### src/bcr_pkg.sv
// Purpose: Shared types and constants for the block call / return sequencer
// Assumes: One instruction clock; block stack depth fixed
// Notes:   Status word and block-stack frame travel as packed structs
package bcr_pkg;

  localparam int unsigned SEL_W      = 16;
  localparam int unsigned REL_W      = 16;
  localparam int unsigned LDA_W      = 16;
  localparam int unsigned REG_W      = 32;
  localparam int unsigned DEPTH      = 8;
  localparam int unsigned PTR_W      = 4;
  localparam logic [PTR_W-1:0] PTR_RST   = 4'h0;
  localparam logic [PTR_W-1:0] PTR_FULL  = 4'h8;
  localparam logic [LDA_W-1:0] LDA_RST   = 16'h0000;
  localparam logic [SEL_W-1:0] SEL_RST   = 16'h0000;
  localparam logic [REL_W-1:0] REL_RST   = 16'h0000;
  localparam logic [REG_W-1:0] REG_RST   = 32'h0000_0000;

  typedef enum logic [1:0] {
    BCR_KIND_FUNC,
    BCR_KIND_UNIT,
    BCR_KIND_SYS_FUNC,
    BCR_KIND_SYS_UNIT
  } bcr_kind_t;

  // Status word bits touched or preserved
  typedef struct packed {
    logic binary_result_bit;
    logic cc1;
    logic cc0;
    logic ov;
    logic stored_overflow_bit;
    logic or_pending;
    logic bit_state_flag;
    logic logic_result_bit;
    logic first_check_bit;
  } bcr_status_t;

  localparam bcr_status_t STATUS_RST = '0;

  typedef struct packed {
    logic [SEL_W-1:0] sel;
    logic [REL_W-1:0] rel;
  } bcr_addr_t;

  // One block-stack frame
  typedef struct packed {
    bcr_addr_t        ret;
    logic [SEL_W-1:0] shr_sel;
    logic [SEL_W-1:0] di_sel;
    logic             relay_area_active_flag;
    logic [LDA_W-1:0] lda_base;
    logic             is_sys;
    logic [REG_W-1:0] accu1;
    logic [REG_W-1:0] accu2;
  } bcr_frame_t;

  typedef struct packed {
    logic [REG_W-1:0] accu1;
    logic [REG_W-1:0] accu2;
  } bcr_regs_t;

  // Status word update shared by call and block end
  function automatic bcr_status_t bcr_call_status(input bcr_status_t s);
    bcr_status_t r;
    r = s;
    r.stored_overflow_bit = 1'b0;
    r.or_pending          = 1'b0;
    r.first_check_bit     = 1'b0;
    r.bit_state_flag      = 1'b1;
    return r;
  endfunction

endpackage

### src/bcr_sequencer.sv
// Purpose: Carries out the unconditional block end and the block call
// Assumes: Caller presents one instruction per pulse; instance block exists
// Notes:   Block stack is an internal array of return frames
`timescale 1ns/10ps
module bcr_sequencer (
  input  wire logic                      clk,
  input  wire logic                      sys_rst,
  input  wire logic                      call_req,
  input  wire bcr_pkg::bcr_kind_t        call_kind,
  input  wire bcr_pkg::bcr_addr_t        call_target,
  input  wire logic [bcr_pkg::SEL_W-1:0] call_inst_sel,
  input  wire bcr_pkg::bcr_addr_t        next_addr,
  input  wire logic [bcr_pkg::LDA_W-1:0] callee_lda_size,
  input  wire logic                      block_end_req,
  input  wire logic                      open_data_block_ref_req,
  input  wire logic [bcr_pkg::SEL_W-1:0] open_data_block_ref_sel,
  input  wire logic                      relay_area_set,
  input  wire logic                      relay_area_clr,
  input  wire bcr_pkg::bcr_regs_t        regs_in,
  input  wire bcr_pkg::bcr_status_t      status_in,
  output logic                           pc_load,
  output bcr_pkg::bcr_addr_t             pc_addr,
  output logic [bcr_pkg::SEL_W-1:0]      data_block_ref_sel,
  output logic [bcr_pkg::SEL_W-1:0]      di_sel,
  output logic                           relay_area_active_flag,
  output logic [bcr_pkg::LDA_W-1:0]      lda_base,
  output logic [bcr_pkg::LDA_W-1:0]      lda_top,
  output bcr_pkg::bcr_status_t           status_out,
  output logic                           regs_load,
  output bcr_pkg::bcr_regs_t             regs_out,
  output logic [bcr_pkg::PTR_W-1:0]      stack_depth,
  output logic                           stack_fault
);
  import bcr_pkg::*;

  bcr_frame_t             stack_q [DEPTH];
  bcr_frame_t             push_frame;
  logic                   do_push;
  logic                   do_pop;
  bcr_frame_t             top;
  logic                   pc_load_q,   pc_load_d;
  bcr_addr_t              pc_addr_q,   pc_addr_d;
  logic [SEL_W-1:0]       shr_q,       shr_d;
  logic [SEL_W-1:0]       di_q,        di_d;
  logic                   relay_q,     relay_d;
  logic [LDA_W-1:0]       base_q,      base_d;
  logic [LDA_W-1:0]       top_q,       top_d;
  bcr_status_t            st_q,        st_d;
  logic                   rl_q,        rl_d;
  bcr_regs_t              ro_q,        ro_d;
  logic [PTR_W-1:0]       ptr_q,       ptr_d;
  logic                   flt_q,       flt_d;

  // ---------------------------------------------------------------
  // Call and block-end sequencing
  // ---------------------------------------------------------------
  assign top = stack_q[ptr_q[PTR_W-2:0] - 3'h1];

  always_comb begin
    pc_load_d  = 1'b0;
    pc_addr_d  = pc_addr_q;
    shr_d      = shr_q;
    di_d       = di_q;
    relay_d    = relay_q;
    base_d     = base_q;
    top_d      = top_q;
    st_d       = st_q;
    rl_d       = 1'b0;
    ro_d       = ro_q;
    ptr_d      = ptr_q;
    flt_d      = 1'b0;
    do_push    = 1'b0;
    do_pop     = 1'b0;
    push_frame = '0;
    if (open_data_block_ref_req) begin
      shr_d = open_data_block_ref_sel;
    end
    if (relay_area_set) begin
      relay_d = 1'b1;
    end else if (relay_area_clr) begin
      relay_d = 1'b0;
    end
    // Result bit and conditions are not consulted
    if (call_req) begin
      if (ptr_q == PTR_FULL) begin
        flt_d = 1'b1;
      end else begin
        push_frame.ret    = next_addr;
        push_frame.shr_sel = shr_q;
        push_frame.di_sel = di_q;
        push_frame.relay_area_active_flag = relay_q;
        push_frame.lda_base = base_q;
        push_frame.is_sys = (call_kind == BCR_KIND_SYS_FUNC) ||
                            (call_kind == BCR_KIND_SYS_UNIT);
        push_frame.accu1  = regs_in.accu1;
        push_frame.accu2  = regs_in.accu2;
        do_push   = 1'b1;
        ptr_d     = ptr_q + 4'h1;
        relay_d   = 1'b0;
        base_d    = top_q;
        top_d     = top_q + callee_lda_size;
        // Only unit calls switch the instance block to call_inst_sel; function calls keep the caller's
        if (call_kind == BCR_KIND_UNIT || call_kind == BCR_KIND_SYS_UNIT) begin
          di_d = call_inst_sel;
        end
        pc_load_d = 1'b1;
        pc_addr_d = call_target;
        st_d      = bcr_call_status(status_in);
      end
    end else if (block_end_req) begin
      if (ptr_q == PTR_RST) begin
        flt_d = 1'b1;
      end else begin
        do_pop    = 1'b1;
        ptr_d     = ptr_q - 4'h1;
        pc_load_d = 1'b1;
        pc_addr_d = top.ret;
        top_d     = base_q;
        base_d    = top.lda_base;
        shr_d     = top.shr_sel;
        di_d      = top.di_sel;
        relay_d   = top.relay_area_active_flag;
        // Result bit passes through untouched by the status helper
        st_d      = bcr_call_status(status_in);
        rl_d      = top.is_sys;
        ro_d      = '{accu1: top.accu1, accu2: top.accu2};
      end
    end
  end

  always_ff @(posedge clk or posedge sys_rst) begin
    if (sys_rst) begin
      pc_load_q <= 1'b0;
      pc_addr_q <= '{sel: SEL_RST, rel: REL_RST};
      shr_q     <= SEL_RST;
      di_q      <= SEL_RST;
      relay_q   <= 1'b0;
      base_q    <= LDA_RST;
      top_q     <= LDA_RST;
      st_q      <= STATUS_RST;
      rl_q      <= 1'b0;
      ro_q      <= '{accu1: REG_RST, accu2: REG_RST};
      ptr_q     <= PTR_RST;
      flt_q     <= 1'b0;
    end else begin
      pc_load_q <= pc_load_d;
      pc_addr_q <= pc_addr_d;
      shr_q     <= shr_d;
      di_q      <= di_d;
      relay_q   <= relay_d;
      base_q    <= base_d;
      top_q     <= top_d;
      st_q      <= st_d;
      rl_q      <= rl_d;
      ro_q      <= ro_d;
      ptr_q     <= ptr_d;
      flt_q     <= flt_d;
    end
  end

  // ---------------------------------------------------------------
  // Block stack storage
  // ---------------------------------------------------------------
  always_ff @(posedge clk) begin
    if (do_push) begin
      stack_q[ptr_q[PTR_W-2:0]] <= push_frame;
    end
  end

  assign pc_load                = pc_load_q;
  assign pc_addr                = pc_addr_q;
  assign data_block_ref_sel     = shr_q;
  assign di_sel                 = di_q;
  assign relay_area_active_flag = relay_q;
  assign lda_base               = base_q;
  assign lda_top                = top_q;
  assign status_out             = st_q;
  assign regs_load              = rl_q;
  assign regs_out               = ro_q;
  assign stack_depth            = ptr_q;
  assign stack_fault            = flt_q;
endmodule // bcr_sequencer

### config.mk
export PLATFORM = sky130hd
export DESIGN_NAME = bcr_sequencer
export DESIGN_NICKNAME = d
export VERILOG_FILES = /design/src/bcr_pkg.sv /design/src/bcr_sequencer.sv
export SDC_FILE = /design/constraint.sdc
export NUM_CORES = 2
export LEC_CHECK = 0
export ABC_CLOCK_PERIOD_IN_PS = 16540
export BUFFER_PORTS_ARGS = -buffer_cell sky130_fd_sc_hd__buf_2
export CORE_MARGIN = 5
export CORE_UTILIZATION = 45
export DETAILED_ROUTE_END_ITERATION = 16
export PLACE_DENSITY = 0.69
export RECOVER_POWER = 50
export SLEW_MARGIN = 10
export SYNTH_ARGS = -nofsm -noshare
export SYNTH_HDL_FRONTEND = slang
export SYNTH_SLANG_ARGS = --single-unit
### constraint.sdc
create_clock -name clk -period 16.54 [get_ports clk]
set_input_delay 2.481 -clock clk [delete_from_list [all_inputs] [get_ports clk]]
set_output_delay 2.481 -clock clk [all_outputs]
set_load 0.01 [all_outputs]
# Word-level counts from Yosys, hierarchy flattened
# Memory sizes are Yosys's and may differ from the RTL's.
# Cells that the tools add are included.
# W data, S select, Z words.
dict set report word_totals {
  latchBits 0
  n_memories 1
  out_inout_bits 177
  mem_bits_ro 0
  ram_bits 1168
  ff_bits 177
}
dict set report op_classes {
  n_bitwise 2
  multipliers 0
  shifts 0
  n_mux 51
  n_reduce_logical 7
  eq_ne 7
  n_div 0
  n_addsub 4
  magnitude_cmp 0
}
# memory words word_bits read_ports rd_clocked_by_memory_dff write_ports line
set memory_table {}
lappend memory_table {stack_q 8 146 1 0 1 bcr_sequencer.sv:36} ;# bcr_frame_t stack_q [DEPTH];
# operator n
set op_table {}
lappend op_table {{$mux W146} 2}
lappend op_table {{$mux W16} 17}
lappend op_table {{$mux W32} 4}
lappend op_table {{$mux W9} 4}
lappend op_table {{$mux W1} 20}
lappend op_table {{$add A16 B16 Y16} 1}
lappend op_table {{$mux W4} 4}
lappend op_table {{$reduce_and A3 Y1} 2}
lappend op_table {{$add A4 B1 Y4 const B} 1}
lappend op_table {{$eq A2 B2 Y1 const B} 2}
lappend op_table {{$eq A4 B4 Y1 const B} 1}
lappend op_table {{$logic_not A4 Y1} 1}
lappend op_table {{$ne A2 B2 Y1 const B} 2}
lappend op_table {{$reduce_and A4 Y1} 1}
lappend op_table {{$sub A4 B1 Y4 const B} 1}
lappend op_table {{$sub A3 B1 Y3 const B} 1}
lappend op_table {{$eq A2 B1 Y1 const B} 1}
lappend op_table {{$logic_or A1 B1 Y1} 2}
lappend op_table {{$ne A2 B1 Y1 const B} 1}
lappend op_table {{$not A1 Y1} 2}
lappend op_table {{$reduce_bool A2 Y1} 1}

# Longest topological paths before layout
dict set report depth {
  word_depth 5
  depth_mapped 13
  mapped_depth_nobuf 10
}

# Worst setup path before layout
# OpenSTA, ideal clock, no wires.
dict set report synth_timing {
  path_type {in2reg}
  startpoint {in call_req}
  endpoint {mem stack_q[0][0] (netlist bit), enable pin}
  t_arrival_ns 16.738
  cell_stages 3
  required_ns 15.529
  path_slack_ns -1.209
  setup_ns 1.011
  cell_sequence {clkbuf_1 -> o21ai_1 -> nor4_1}
}
dict set report synth_between {
  elab_chain_len 3
}
# element line
set synth_rtl {}
lappend synth_rtl {{start: declaration} bcr_sequencer.sv:8} ;# input wire logic call_req,
lappend synth_rtl {{$mux W1} bcr_sequencer.sv:84} ;# if (call_req) begin
lappend synth_rtl {{$mux W1} bcr_sequencer.sv:165} ;# if (do_push) begin
lappend synth_rtl {{$mux W1 (not written as such)} bcr_sequencer.sv:166} ;# stack_q[ptr_q[PTR_W-2:0]] <= push_frame;
lappend synth_rtl {{end: declaration} bcr_sequencer.sv:36}
# No other way between the ends.

# Final worst setup path
dict set report layout_timing {
  startpoint {in call_req}
  endpoint {reg top_q[15] (netlist: lda_top[15])}
}
dict set report layout_between {
  elab_chain_len 2
  word_cells_on_any_way 5
}
# element line
set layout_rtl {}
lappend layout_rtl {{$ne A2 B2 Y1 (no source line) or $reduce_bool A2 Y1 (tied branches)} n/a}
lappend layout_rtl {{$reduce_and A3 Y1 (no source line)} n/a}
lappend layout_rtl {{end signal: assignment} bcr_sequencer.sv:152} ;# top_q <= top_d;
lappend layout_rtl {{end: declaration} bcr_sequencer.sv:47} ;# logic [LDA_W-1:0] top_q, top_d;
# Several ways; a longest one is shown, not always the timed one.
# A chain may end at the register's enable or synchronous reset.

==> reports/qor.yml <==
clock_latency_ns: 0.73
cellLeakagePower_nw: 20.7
synth-compound-area-share_pct: 3.05
num_io_pins: 371
post_dp_cell_area_sq_um: 56000
cts_tree: "done"
cts.path.max_buffers: 3
clk_pin_slew_ns: 0.06
synth_top_family_by_area: "multiplexers"
final.setup.tns_ns: 0
required_ns: 17.05
gp_congestion: 0.761
synth-simple-area-share_pct: 4.02
r2r_setup_slack_ns: 9.07
initial_utilization_pct: 45.3
yosys_warnings: 0
fmax_ghz: 0.101
drcViolationCount: 0
drt_iter0_drc: 2281
drive_gt1_share_pct: 22.4
grt_max_degree: 105
coreArea_sq_um: 116000
cts_buffers: 139
ys_top_cells_by_area: "edfxtp_1 67%, mux4_2 13%, dfrtp_1 8.3%"
grt-ovfl-total: 0
antenna_found_initial: 14
first_pass_iters: 5
drv_slew: 801
postSynthCellCount: 2724
area_growth_pct: 14.3
utilization_pct: 51.8
wl_per_cell_um: 24.8
max_slew.worst_pin.slew_ns: 4.81
grt_setup_unrepaired: "false"
drt_wl_total_um: 118000
synth-async-reset-ratio_pct: 13.0
grt_pass1_wl_um: 175000
grt_pass1_vias: 27100
fp-row-count: 125
die_w_um: 352
multi_input_area_sq_um: 12300
vias_per_cell: 5.54
fillCellCount: 9347
mostFrequentLayoutCells: "1168 x edfxtp_1, 292 x mux4_2, 230 x clkbuf_1"
dp.cells: 4506
cts-root-buf: "clkbuf_16"
final_nets: 3338
ir_worst_vdd_uv: 153
hpwl_um: 65700
design_area_sq_um: 60100
cts_setup_buffers: 0
hold_violations: 0
synth_mux_area_share_pct: 15.5
ant_nets: 0
yosys.area.top_type: "edfxtp_1"
io_buffers: 363
layout.cells.non_filler: 4769
regArea_sq_um: 39400
dr_total_vias: 26400
synthXorXnorAreaFrac_pct: 0.314
cap_violations: 21
synth_top_area_share_pct: 66.7
finalSetupViolCount: 0
path_max_fanout: 38
ctsHoldBuffers: 0
ys_types: 52
start_kind: "primary input"
power_density_nw_per_um2: 195
syn_area_sq_um: 52600
synth_fa_ha_area_share_pct: 0.528
ys_seq_elements: 1342
slew_headroom_pct: -221
path_class: "in2reg"
avgSynthCellArea_sq_um: 19.3
yosysSeqAreaShare_pct: 75.0
fin_worst_skew_ns: 0.0301
failed_checks: "capacitance limit, slew limit"
dieArea_sq_um: 124000
cts_resized: 0
hp-class: "reg2reg"
layout_setup_ws_ns: 6.65
period_needed_ns: 9.89
post-route-period-util_pct: 59.8
cp.arrival_ns: 10.40
status: "complete, but fails checks"
synth_edf_count: 1168
dieHeight_um: 352
ys.flop_type: "edfxtp_1"
layout_commonest_cell: "edfxtp_1"
grt_usage_pct: 19.0
clock_sink_count: 1342
place_ws_ns: 10.37
h-tree-depth: 4
setup.worst_path.end_class: "register"
-- path summary, 6_finish.rpt --
path / start / cells past startpoint / endpoint
worst min-delay path: status_out[8]$_DFFE_PP0P_ / 2 / status_out[8]$_DFFE_PP0P_
worst min register to register: status_out[8]$_DFFE_PP0P_ / 2 / status_out[8]$_DFFE_PP0P_
max in group asynchronous: sys_rst / 4 / pc_addr[3]$_DFFE_PP0P_
min in group asynchronous: sys_rst / 2 / regs_out[55]$_DFFE_PP0P_
worst max-delay path: call_req / 10 / lda_top[15]$_DFFE_PP0P_
worst max register to register: stack_depth[0]$_DFFE_PP0P_ / 5 / stack_q[6][41]$_DFFE_PP_
-- area by class of cell --
type	count	area share, %
well taps	1524	3.17
clock inverters	63	0.989
inverters	9	0.0583
clock buffers	192	6.43
diodes	8	0.0333
flip-flops and latches	1342	65.6
repair buffers	412	3.23
multi-input cells	1219	20.5
-- cells by family (layout without fill, tap and decap cells) --
| logic type | Yosys count | count (layout) |
|---|---|---|
| flops | 1342 | 1342 |
| mux | 447 | 447 |
| buf+inv | 165 | 676 |
| xor+xnor | 18 | 18 |
| compound gates | 293 | 293 |
| simple gates | 437 | 437 |
| fa+ha+maj | 21 | 21 |
| other cells | 1 | 11 |
-- state kept, by name, indices dropped and copies added, names as in the netlist --
signal,count
stack_q,1168
regs_out,64
pc_addr,32
data_block_ref_sel,16
di_sel,16
lda_base,16
lda_top,16
status_out,6
stack_depth,4
pc_load,1
regs_load,1
relay_area_active_flag,1
stack_fault,1
-- critical path: stages --
cell and delay (ns):
clkbuf_1 1.35, clkbuf_1 1.38, inv_1 0.82, nor2_4 0.24, clkbuf_1 1.62, nor2_1 1.19, inv_1 0.94, nand2_1 0.11
mux2i_1 0.16, a21oi_1 0.08
-- through the flow --
step / hold slack [ns] / power, mW
CTS: 0.469 / 11.9
finish: 0.464 / 11.7
floorplan: 0.505 / 7.75
detailed placement: 0.456 / 8.88
global route: 0.492 / 12.3
global placement: 0.451 / 8.81
-- power breakdown --
group | switching [mW] | internal, mW | leakage [nW]
Sequential | 0.299 | 4.50 | 13.0
Combinational | 2.21 | 1.64 | 5.56
Clock | 1.25 | 1.78 | 2.18
-- per-layer routing --
layer | vias up | wire length [um] | global-route usage (%)
met5 | - | 27 | 0
met4 | 4 | 2620 | 5.73
met3 | 175 | 6800 | 3.48
met2 | 771 | 59300 | 31.9
met1 | 13900 | 49300 | 25.6
li1 | 11600 | - | -
-- synth_stat cells (2+ instances only) --
master / instances
o21ai_0: 41
or3_1: 2
a21oi_1: 104
nor3_1: 7
nor2b_1: 18
mux4_2: 292
o21a_1: 2
fa_1: 2
buf_4: 20
xor2_1: 3
and3_1: 3
ha_1: 19
o32ai_1: 2
xnor2_1: 14
inv_2: 3
edfxtp_1: 1168
nand2_1: 171
buf_2: 62
nor2_4: 2
and2_1: 146
nor2_1: 82
o21ai_1: 111
inv_1: 6
dfrtp_1: 174
a211oi_1: 16
clkbuf_1: 59
a221oi_2: 2
buf_1: 5
buf_6: 9
mux2i_1: 154
a21o_1: 4
No activity file was read; power rests on OpenSTA's default activity.
